[src/design/crg_params.svh]
// Constants for the core register set and address generation block
`ifndef CRG_PARAMS_SVH
`define CRG_PARAMS_SVH
`define CRG_CODE_SEG_RST   16'hffff
`define CRG_ZERO_SEG_RST   16'h0000
`define CRG_OFFSET_RST     16'h0000
`define CRG_STATUS_RST     16'hf000
`define CRG_SEG_SHIFT      4
`define CRG_QUEUE_DEPTH    6
`define CRG_WIDE_BUS       1
`endif

[src/design/crg_pkg.sv]
// Types for the core register set and address generation block
package crg_pkg;
  // General register selector: four data words then pointers and indexes
  typedef enum logic [2:0] {
    CRG_R_ACC, CRG_R_CNT, CRG_R_PORT, CRG_R_BASE,
    CRG_R_STK, CRG_R_FRM, CRG_R_SRC, CRG_R_DST
  } crg_reg_t;
  // Segment selector
  typedef enum logic [1:0] {
    CRG_S_EXTRA, CRG_S_CODE, CRG_S_STACK, CRG_S_DATA
  } crg_seg_t;
  // Register write request from the execute unit
  typedef struct packed {
    logic        we;
    logic        byte_op;
    logic        high;
    crg_reg_t    sel;
    logic [15:0] data;
  } crg_gwr_t;
  // Operand access request from the execute unit
  typedef struct packed {
    logic        req;
    logic        wr;
    logic        io;
    logic        word;
    crg_seg_t    seg;
    logic [15:0] offset;
    logic [15:0] data;
  } crg_acc_t;
  // Arithmetic request
  typedef struct packed {
    logic        byte_op;
    logic [2:0]  op;
    logic [15:0] a;
    logic [15:0] b;
  } crg_alu_t;
endpackage : crg_pkg

[src/design/crg_core.sv]
// Register set, address adder and prefetch coupling of a 16-bit core
`timescale 1ns/1ns
`include "crg_params.svh"
module crg_core #(
  parameter int WIDE_BUS    = `CRG_WIDE_BUS,
  parameter int QUEUE_DEPTH = `CRG_QUEUE_DEPTH
) (
  // Clock and reset
  input  wire logic              clk_sys_i,
  input  wire logic              rst_i,
  // Execute unit: opcode byte take
  input  wire logic              op_take_i,
  output logic                   op_valid_o,
  output logic [7:0]             op_byte_o,
  // Execute unit: register file
  input  wire crg_pkg::crg_gwr_t gwr_i,
  input  wire crg_pkg::crg_reg_t rd_sel_i,
  input  wire logic              rd_byte_i,
  input  wire logic              rd_high_i,
  output logic [15:0]            rd_data_o,
  output logic [7:0]             shift_count_byte_o,
  // Execute unit: segment and status writes, control transfer
  input  wire logic              seg_we_i,
  input  wire crg_pkg::crg_seg_t seg_sel_i,
  input  wire logic [15:0]       seg_data_i,
  input  wire logic              status_we_i,
  input  wire logic [15:0]       status_data_i,
  input  wire logic              jump_i,
  input  wire logic [15:0]       jump_offset_i,
  output logic [15:0]            status_o,
  output logic [15:0]            next_fetch_offset_o,
  // Execute unit: arithmetic
  input  wire crg_pkg::crg_alu_t alu_i,
  output logic [15:0]            alu_res_o,
  // Execute unit: operand access
  input  wire crg_pkg::crg_acc_t acc_i,
  output logic                   acc_busy_o,
  output logic                   acc_done_o,
  output logic [15:0]            acc_rdata_o,
  // External bus
  output logic                   bus_req_o,
  output logic                   bus_wr_o,
  output logic                   bus_io_o,
  output logic [19:0]            bus_addr_o,
  output logic [15:0]            bus_wdata_o,
  output logic [1:0]             bus_be_o,
  input  wire logic              bus_ack_i,
  input  wire logic [15:0]       bus_rdata_i
);
  import crg_pkg::*;

  localparam int BW = (WIDE_BUS != 0) ? 2 : 1;
  localparam int PW = $clog2(QUEUE_DEPTH + 1);

  // Physical address: segment shifted left four plus offset, carry dropped
  function automatic logic [19:0] phys(input logic [15:0] seg, input logic [15:0] off);
    phys = ({seg, 4'h0} + {4'h0, off});
  endfunction : phys

  // Register state
  logic [15:0] gen_q [8];
  logic [15:0] seg_q [4];
  logic [15:0] fetch_off_q;
  logic [15:0] status_q;
  logic [7:0]  queue_q [QUEUE_DEPTH];
  logic [PW-1:0] count_q;
  logic        flush_q;

  // Bus sequencer
  typedef enum logic [1:0] { CRG_IDLE, CRG_FETCH, CRG_OPER, CRG_OPER2 } crg_bus_st_t;
  crg_bus_st_t st_q;
  logic        oper_word_q;
  logic [15:0] oper_off_q;
  crg_seg_t    oper_seg_q;
  logic        oper_wr_q;
  logic        oper_io_q;
  logic [15:0] oper_data_q;

  // General register writes; no reset so contents are undefined
  always_ff @(posedge clk_sys_i)
  begin
    if (gwr_i.we)
    begin
      if (gwr_i.byte_op && gwr_i.sel <= CRG_R_BASE)
      begin
        if (gwr_i.high)
          gen_q[gwr_i.sel][15:8] <= gwr_i.data[7:0];
        else
          gen_q[gwr_i.sel][7:0] <= gwr_i.data[7:0];
      end
      else
        gen_q[gwr_i.sel] <= gwr_i.data;
    end
  end

  // Register reads: byte halves only for data registers
  always_ff @(posedge clk_sys_i)
  begin
    if (rst_i)
      rd_data_o <= 16'h0000;
    else if (rd_byte_i && rd_sel_i <= CRG_R_BASE)
      rd_data_o <= {8'h00, rd_high_i ? gen_q[rd_sel_i][15:8] : gen_q[rd_sel_i][7:0]};
    else
      rd_data_o <= gen_q[rd_sel_i];
  end

  // Implicit shift count
  always_ff @(posedge clk_sys_i)
  begin
    if (rst_i)
      shift_count_byte_o <= 8'h00;
    else
      shift_count_byte_o <= gen_q[CRG_R_CNT][7:0];
  end

  // Arithmetic unit, byte or word width
  always_ff @(posedge clk_sys_i)
  begin
    if (rst_i)
      alu_res_o <= 16'h0000;
    else
    begin
      logic [15:0] r;
      r = 16'h0000;
      case (alu_i.op)
        3'h0:    r = alu_i.a + alu_i.b;
        3'h1:    r = alu_i.a - alu_i.b;
        3'h2:    r = alu_i.a & alu_i.b;
        3'h3:    r = alu_i.a | alu_i.b;
        3'h4:    r = alu_i.a ^ alu_i.b;
        3'h5:    r = alu_i.a << gen_q[CRG_R_CNT][7:0];
        3'h6:    r = alu_i.a >> gen_q[CRG_R_CNT][7:0];
        default: r = alu_i.a;
      endcase
      alu_res_o <= alu_i.byte_op ? {8'h00, r[7:0]} : r;
    end
  end

  // Segment registers
  always_ff @(posedge clk_sys_i)
  begin
    if (rst_i)
    begin
      seg_q[CRG_S_CODE]  <= `CRG_CODE_SEG_RST;
      seg_q[CRG_S_DATA]  <= `CRG_ZERO_SEG_RST;
      seg_q[CRG_S_EXTRA] <= `CRG_ZERO_SEG_RST;
      seg_q[CRG_S_STACK] <= `CRG_ZERO_SEG_RST;
    end
    else if (seg_we_i)
      seg_q[seg_sel_i] <= seg_data_i;
  end

  // Status word
  always_ff @(posedge clk_sys_i)
  begin
    if (rst_i)
      status_q <= `CRG_STATUS_RST;
    else if (status_we_i)
      status_q <= status_data_i;
  end
  assign status_o = status_q;

  // Flush request on control transfer or code segment change
  always_ff @(posedge clk_sys_i)
  begin
    if (rst_i)
      flush_q <= 1'b0;
    else
      flush_q <= jump_i || (seg_we_i && seg_sel_i == CRG_S_CODE);
  end

  // Bus sequencer: operands take priority, otherwise prefetch
  logic fetch_ok;
  logic [PW-1:0] room;
  assign room = PW'(QUEUE_DEPTH) - count_q;
  assign fetch_ok = !flush_q && !jump_i && room >= PW'(BW);
  // A fetch lands only if no flush hit it while it was in flight
  logic fetch_land;
  logic stale_q;
  logic [15:0] fetch_off_d;
  assign fetch_land  = st_q == CRG_FETCH && bus_ack_i && !flush_q && !jump_i && !stale_q;
  assign fetch_off_d = fetch_land ? fetch_off_q + 16'(BW) : fetch_off_q;
  // Fetch caught by a flush returns bytes from the old address: drop them
  always_ff @(posedge clk_sys_i)
  begin
    if (rst_i || (st_q == CRG_FETCH && bus_ack_i))
      stale_q <= 1'b0;
    else if (st_q == CRG_FETCH && (jump_i || flush_q))
      stale_q <= 1'b1;
  end

  always_ff @(posedge clk_sys_i)
  begin
    if (rst_i)
    begin
      st_q        <= CRG_IDLE;
      bus_req_o   <= 1'b0;
      bus_wr_o    <= 1'b0;
      bus_io_o    <= 1'b0;
      bus_addr_o  <= 20'h00000;
      bus_wdata_o <= 16'h0000;
      bus_be_o    <= 2'h0;
      acc_busy_o  <= 1'b0;
      acc_done_o  <= 1'b0;
      acc_rdata_o <= 16'h0000;
      oper_word_q <= 1'b0;
      oper_off_q  <= 16'h0000;
      oper_seg_q  <= CRG_S_DATA;
      oper_wr_q   <= 1'b0;
      oper_io_q   <= 1'b0;
      oper_data_q <= 16'h0000;
    end
    else
    begin
      acc_done_o <= 1'b0;
      case (st_q)
        CRG_IDLE:
        begin
          if (acc_i.req)
          begin
            st_q        <= CRG_OPER;
            acc_busy_o  <= 1'b1;
            oper_word_q <= acc_i.word;
            oper_off_q  <= acc_i.offset;
            oper_seg_q  <= acc_i.seg;
            oper_wr_q   <= acc_i.wr;
            oper_io_q   <= acc_i.io;
            oper_data_q <= acc_i.data;
            bus_req_o   <= 1'b1;
            bus_wr_o    <= acc_i.wr;
            bus_io_o    <= acc_i.io;
            bus_addr_o  <= acc_i.io ? {4'h0, acc_i.offset} : phys(seg_q[acc_i.seg], acc_i.offset);
            bus_wdata_o <= acc_i.data;
            bus_be_o    <= (BW == 2 && acc_i.word) ? 2'h3 : 2'h1;
          end
          else if (fetch_ok)
          begin
            st_q       <= CRG_FETCH;
            bus_req_o  <= 1'b1;
            bus_wr_o   <= 1'b0;
            bus_io_o   <= 1'b0;
            bus_addr_o <= phys(seg_q[CRG_S_CODE], fetch_off_q);
            bus_be_o   <= (BW == 2) ? 2'h3 : 2'h1;
          end
        end
        CRG_FETCH:
        begin
          if (bus_ack_i)
          begin
            st_q      <= CRG_IDLE;
            bus_req_o <= 1'b0;
          end
        end
        CRG_OPER:
        begin
          if (bus_ack_i)
          begin
            acc_rdata_o <= bus_rdata_i;
            if (BW == 1 && oper_word_q) // Narrow bus: second byte cycle
            begin
              st_q        <= CRG_OPER2;
              bus_addr_o  <= oper_io_q ? {4'h0, oper_off_q + 16'h0001}
                                       : phys(seg_q[oper_seg_q], oper_off_q + 16'h0001);
              bus_wdata_o <= {8'h00, oper_data_q[15:8]};
            end
            else
            begin
              st_q       <= CRG_IDLE;
              bus_req_o  <= 1'b0;
              acc_busy_o <= 1'b0;
              acc_done_o <= 1'b1;
            end
          end
        end
        CRG_OPER2:
        begin
          if (bus_ack_i)
          begin
            acc_rdata_o <= {bus_rdata_i[7:0], acc_rdata_o[7:0]};
            st_q        <= CRG_IDLE;
            bus_req_o   <= 1'b0;
            acc_busy_o  <= 1'b0;
            acc_done_o  <= 1'b1;
          end
        end
        default: st_q <= CRG_IDLE;
      endcase
    end
  end

  // Fetch offset: advance per fetched unit, load on control transfer
  always_ff @(posedge clk_sys_i)
  begin
    if (rst_i)
      fetch_off_q <= `CRG_OFFSET_RST;
    else if (jump_i)
      fetch_off_q <= jump_offset_i;
    else
      fetch_off_q <= fetch_off_d;
  end
  assign next_fetch_offset_o = fetch_off_q;

  // Prefetch queue: shift out at the head, append fetched bytes
  logic take;
  logic put;
  assign take = op_take_i && count_q != '0;
  assign put  = fetch_land;
  always_ff @(posedge clk_sys_i)
  begin
    if (rst_i || jump_i || flush_q)
      count_q <= '0;
    else
    begin
      logic [PW-1:0] c;
      c = count_q;
      if (take)
      begin
        for (int i = 0; i < QUEUE_DEPTH - 1; i++)
          queue_q[i] <= queue_q[i + 1];
        c = c - PW'(1);
      end
      if (put)
      begin
        queue_q[c] <= bus_rdata_i[7:0];
        if (BW == 2)
          queue_q[c + PW'(1)] <= bus_rdata_i[15:8];
        c = c + PW'(BW);
      end
      count_q <= c;
    end
  end

  // Opcode byte presented to the execute unit
  always_ff @(posedge clk_sys_i)
  begin
    if (rst_i)
    begin
      op_valid_o <= 1'b0;
      op_byte_o  <= 8'h00;
    end
    else
    begin
      op_valid_o <= (count_q - (take ? PW'(1) : PW'(0))) != '0 && !jump_i && !flush_q;
      op_byte_o  <= take ? queue_q[1] : queue_q[0];
    end
  end
endmodule : crg_core

[config.mk]
export PLATFORM = sky130hd
export DESIGN_NAME = crg_core
export DESIGN_NICKNAME = d
export VERILOG_FILES = /design/src/design/crg_pkg.sv /design/src/design/crg_core.sv
export VERILOG_INCLUDE_DIRS = /design/src /design/src/design
export SDC_FILE = /design/constraint.sdc
export NUM_CORES = 1
export LEC_CHECK = 0
export ABC_AREA = 0
export BUFFER_PORTS_ARGS = -buffer_cell sky130_fd_sc_hd__buf_4
export CORE_AREA = 5 5 196 198
export CTS_CLUSTER_SIZE = 25
export DETAILED_ROUTE_END_ITERATION = 12
export DIE_AREA = 0 0 201 203
export GPL_TIMING_DRIVEN = 0
export PLACE_DENSITY = 0.8
export SLEW_MARGIN = 20
export SYNTH_ARGS = -nofsm -noshare
export SYNTH_HDL_FRONTEND = slang
export SYNTH_SLANG_ARGS = --single-unit
[constraint.sdc]
create_clock -name clk_sys_i -period 5.6 [get_ports clk_sys_i]
set_clock_uncertainty 0.2 [all_clocks]
set_input_delay 0.84 -clock clk_sys_i [delete_from_list [all_inputs] [get_ports clk_sys_i]]
set_output_delay 0.84 -clock clk_sys_i [all_outputs]
set_load 0.02 [all_outputs]
# Word level (Yosys, flattened, before mapping)
# Memory sizes are Yosys's and may differ from the RTL's.
# Cells that the tools add are included.
dict set report totals {
  reg_bits 147
  ramBits 240
  input_bits 174
  out_inout_bits 140
  n_memories 3
}
dict set report op_classes {
  addsub 10
  magnitude_cmp 3
  eq_ne 16
  shift 2
  muxes 60
  n_bitwise 7
  reduce_logical 41
}
# memory words word_bits read_ports rd_ports_with_merged_regs write_ports line
set mem_list {}
lappend mem_list {gen_q 8 16 2 0 1 crg_core.sv:61} ;# logic [15:0] gen_q [8];
lappend mem_list {seg_q 4 16 2 0 4 crg_core.sv:62} ;# logic [15:0] seg_q [4];
lappend mem_list {queue_q 6 8 6 0 7 crg_core.sv:65} ;# logic [7:0] queue_q [QUEUE_DEPTH];
# operator n
set ops {}
lappend ops {{$pmux W16 S7} 1}
lappend ops {{$mux W16} 5}
lappend ops {{$mux W20} 3}
lappend ops {{$add A20 B16 Y20} 2}
lappend ops {{$mux W8} 5}
lappend ops {{$mux W1} 32}
lappend ops {{$pmux W16 S2} 1}
lappend ops {{$add A16 B16 Y16} 1}
lappend ops {{$add A16 B2 Y16 const B} 1}
lappend ops {{$and A16 B16 Y16} 1}
lappend ops {{$or A16 B16 Y16} 1}
lappend ops {{$reduce_or A16 Y1} 1}
lappend ops {{$shl A16 B8 Y16} 1}
lappend ops {{$shr A16 B8 Y16} 1}
lappend ops {{$sub A16 B16 Y16} 1}
lappend ops {{$xor A16 B16 Y16} 1}
lappend ops {{$mux W2} 7}
lappend ops {{$logic_and A1 B1 Y1} 13}
lappend ops {{$eq A3 B3 Y1 const B} 3}
lappend ops {{$mux W3} 3}
lappend ops {{$reduce_and A3 Y1} 3}
lappend ops {{$reduce_bool A2 Y1} 4}
lappend ops {{$reduce_or A2 Y1} 4}
lappend ops {{$eq A3 B2 Y1 const B} 2}
lappend ops {{24 further kinds} 42}

# Logic depth before layout (Yosys ltp)
dict set report depth {
  ltp_word 8
  depth_mapped 14
  mapped_depth_nobuf 14
}

# Worst setup path after synthesis
# No wires, ideal clock.
dict set report synth_path {
  path_kind {in2reg}
  start {in acc_i[32] (netlist bit)}
  end {reg bus_addr_o[16]}
  t_arrival_ns 4.018
  t_required_ns 5.277
  path_slack_ns 1.259
  cell_stages 11
  path_buffers 2
  path_cell_list {clkbuf_1 > buf_1 > mux4_2 > ha_1 > a21o_1 > or4_1 > o22ai_1 > o221ai_1 > xor2_1 > a221oi_1 > nor2_1}
}
dict set report synth_between {
  elab_chain_cells 4
}
# item line
set synth_rtl {}
lappend synth_rtl {{start, declared} crg_core.sv:36} ;# input wire crg_pkg::crg_acc_t acc_i,
lappend synth_rtl {{$mem_v2 Z4 W16} --}
lappend synth_rtl {{$add A20 B16 Y20} crg_core.sv:57} ;# phys = ({seg, 4'h0} + {4'h0, off});
lappend synth_rtl {{$mux W20} crg_core.sv:232} ;# bus_addr_o <= acc_i.io ? {4'h0, acc_i.offset} : phys(seg_q[acc_i.seg], acc_i.offset);
lappend synth_rtl {{$mux W20} crg_core.sv:219} ;# if (acc_i.req)
lappend synth_rtl {{end signal, assigned} crg_core.sv:232}
lappend synth_rtl {{end signal, assigned} crg_core.sv:242} ;# bus_addr_o <= phys(seg_q[CRG_S_CODE], fetch_off_q);
lappend synth_rtl {{end signal, assigned} crg_core.sv:262} ;# bus_addr_o <= oper_io_q ? {4'h0, oper_off_q + 16'h0001}
lappend synth_rtl {{end, declared} crg_core.sv:44} ;# output logic [19:0] bus_addr_o,
# No other way between the ends.
# A chain may end at the register's enable or synchronous reset.

==> metrics <==
status completed; CTS Buf Count 40; Die Footprint 40800 um^2; share of layout cells above drive strength 1 0.216; fin crit period 5.08 ns; Syn Nets 2211; synth unique cells 79; Crit path max-delay family buffers and inverters; number of nets with antenna violations after routing 0; sinks on the clock net 387; post-DR vias/cell 6.30; Critical Path AT 5.11 ns; Buf/Inv on CP 7; Main synth FF type edfxtp_1; setup TNS 0 ns; final net count 2551; Worst path slowest cell nor3_1; Filler Cell Count 2670; MaxCap Viol Count 0; Worst-path clk slew 0.06 ns; startpoint types flop; leading area contributor after synthesis edfxtp_1; GPL Wtd Cong 0.945; Die Span X 201 um; Layout area overhead 20.4%; vias in the first global route 17.1k; Power Total 7240 uW; initial antenna violation count 2; Worst Tran Pin Value 1.08 ns; Post-synth EDFFs 240; Root Driver clkbuf_16; CTS Hold Buffers Added 0; ys async rst share 0; clock tree from TritonCTS done; Skew-Pair Late Insertion Delay 0.59 ns; DR pass1 iterations 6; FMAX 197 MHz; Mapped Area 20800 um^2; grt ovf 0; CTS Buffer Depth 3; Worst Setup End Kind flop; num rows 70; register area share after synthesis 0.489; Final setup viols 0; largest net degree at the start of global routing 17; syn avg cell area 10.6 um^2; Worst slew margin 0.275; Tot GR Track Use 0.317; RSZ-0062 raised after global routing false; static power due to leakage 0.0101 uW; port buffer count 293; postcts setup bufs 0; pwr/cell area 290 nW/um^2; Final period util 0.908; DRT iter0 DRCs 1690; Hold Startpoint bus_wdata_o[11]$_SDFFE_PP0P_; Core Region 36300 um^2; Crit path required time 5.63 ns; Setup crit start count_q[1]$_SDFF_PP0_; Routed WL per cell 24.0 um; Critical Path Max Stage Delay 0.80 ns; CTS resizes 0; Core Util, Final 0.688; area fraction of the dominant cell type after synthesis 0.347; Clock H-tree levels 2; most frequent cell after synthesis edfxtp_1; Pins Over Slew Limit 0; Final Hold Viols 0; routed wire length 67.0 mm; Worst Setup Slack, final 0.515 ns; first-pass GRT wire length 101 mm; top cells by area, synth edfxtp_1 (35%), dfxtp_1 (14%), mux4_2 (6.1%); DRC Markers 0; Crit Reg-Reg Startpoint count_q[1]$_SDFF_PP0_; # IOs 314; yosys warns 0; initial core utilization 0.572; CP Class flop to flop; Yosys reg bits 387; Max VDD drop 0.316 mV; commonest cells in the netlist edfxtp_1 (240), nand2_1 (210), nor2_1 (152); worst-path fanout max 10; hpwl dp 49.8 mm; via count 17.6k; critical path cell sequence inv_1, ha_1, inv_1, o21ai_0, clkbuf_1, clkinv_1, ha_1, inv_1, ha_1, clkbuf_1, nor3_1, clkbuf_1, nand3b_1; Gate Count Post-Synth 1952; Worst Hold Class flop to flop; worst slack at placement 0.178 ns; die height 203 um
placed cells by master, fill, tap and decap left out, drive strengths merged, types with 40 or more instances in the layout:
master,netlist,layout
ha,82,82
dfxtp,147,147
a211oi,48,48
mux2i,95,95
buf,37,335
a21oi,124,124
nand3,40,40
inv,60,60
edfxtp,240,240
clkbuf,79,134
and2,61,61
mux4,57,57
o21ai,121,121
nand2,210,210
nor2,152,152
logic make-up (layout without fill, tap and decap cells):
logic type | Yosys count | count (layout) | share of synthesized area
AOI/OAI and AO/OA | 460 | 460 | 0.142
xor gates and xnor gates | 54 | 54 | 0.0228
adders and majority gates | 85 | 85 | 0.0523
buffers and inverters | 179 | 550 | 0.0351
DFF | 387 | 387 | 0.489
muxes | 173 | 173 | 0.119
other | 0 | 1 | 0
and+or+nand+nor | 614 | 614 | 0.141
flip-flops by register name, indices dropped and copies added, names as in the netlist, 2 cells and up:
| signal | flops |
|---|---|
| bus_addr_o | 20 |
| queue_q | 48 |
| shift_count_byte_o | 8 |
| alu_res_o | 16 |
| seg_q | 64 |
| op_byte_o | 8 |
| gen_q | 128 |
| status_o | 16 |
| count_q | 3 |
| bus_be_o | 2 |
| rd_data_o | 16 |
| acc_rdata_o | 16 |
| bus_wdata_o | 16 |
| next_fetch_offset_o | 16 |
| st_q | 2 |
path summary, 6_finish.rpt:
check,cells after the start,slack (ns),to
max,13,0.52,queue_q[4][3]$_DFFE_PP_
min,2,0.26,bus_wdata_o[11]$_SDFFE_PP0P_
max reg2reg,13,0.52,queue_q[4][3]$_DFFE_PP_
min reg2reg,2,0.26,bus_wdata_o[11]$_SDFFE_PP0P_
layout make-up:
cell class                 instances  area (um^2)  share of cell area
buffer                           116          493              0.0197
clock buffer                      55         1110              0.0446
antenna                            1         2.50            0.000100
sequential                       387        10100               0.406
tap                              468          586              0.0234
timing repair buffer             298         2240              0.0895
multi-input combinational       1386         9950               0.398
inverter                          63          236             0.00946
clock inverter                    18          241             0.00966
where the power goes:
group / leakage, uW / internal, uW / total (uW) / switching (uW)
combinational: 0.00599 / 511 / 1260 / 749
clock: 0.000644 / 1560 / 2730 / 1180
sequential: 0.00343 / 3170 / 3250 / 80.6
total: 0.0101 / 5240 / 7240 / 2010
metal layers:
| layer | wire length [um] | share of wire | global-route usage |
|---|---|---|---|
| met2 | 31200 | 0.47 | 0.508 |
| met3 | 6770 | 0.10 | 0.0746 |
| met1 | 26000 | 0.39 | 0.416 |
| met4 | 3000 | 0.045 | 0.136 |
| met5 | 13 | 0.00019 | 0 |
tightest hold or removal path, delay by kind of cell (launching register included):
kind	cells	cell delay, ns
AO/OA/AOI/OAI	1	0.05
flip-flops	1	0.31
AND/OR/NAND/NOR	1	0.05
stage by stage:
stage                     std cells  hold WS, ns  instance area [um^2]
after global placement         2713        0.243                 23600
after CTS                      2791        0.249                 25000
after floorplan                1952        0.269                 20800
final                          2792        0.255                 25000
after global routing           2792        0.275                 25000
after detailed placement       2718        0.249                 23600
Power figures use the tool's default switching activity.
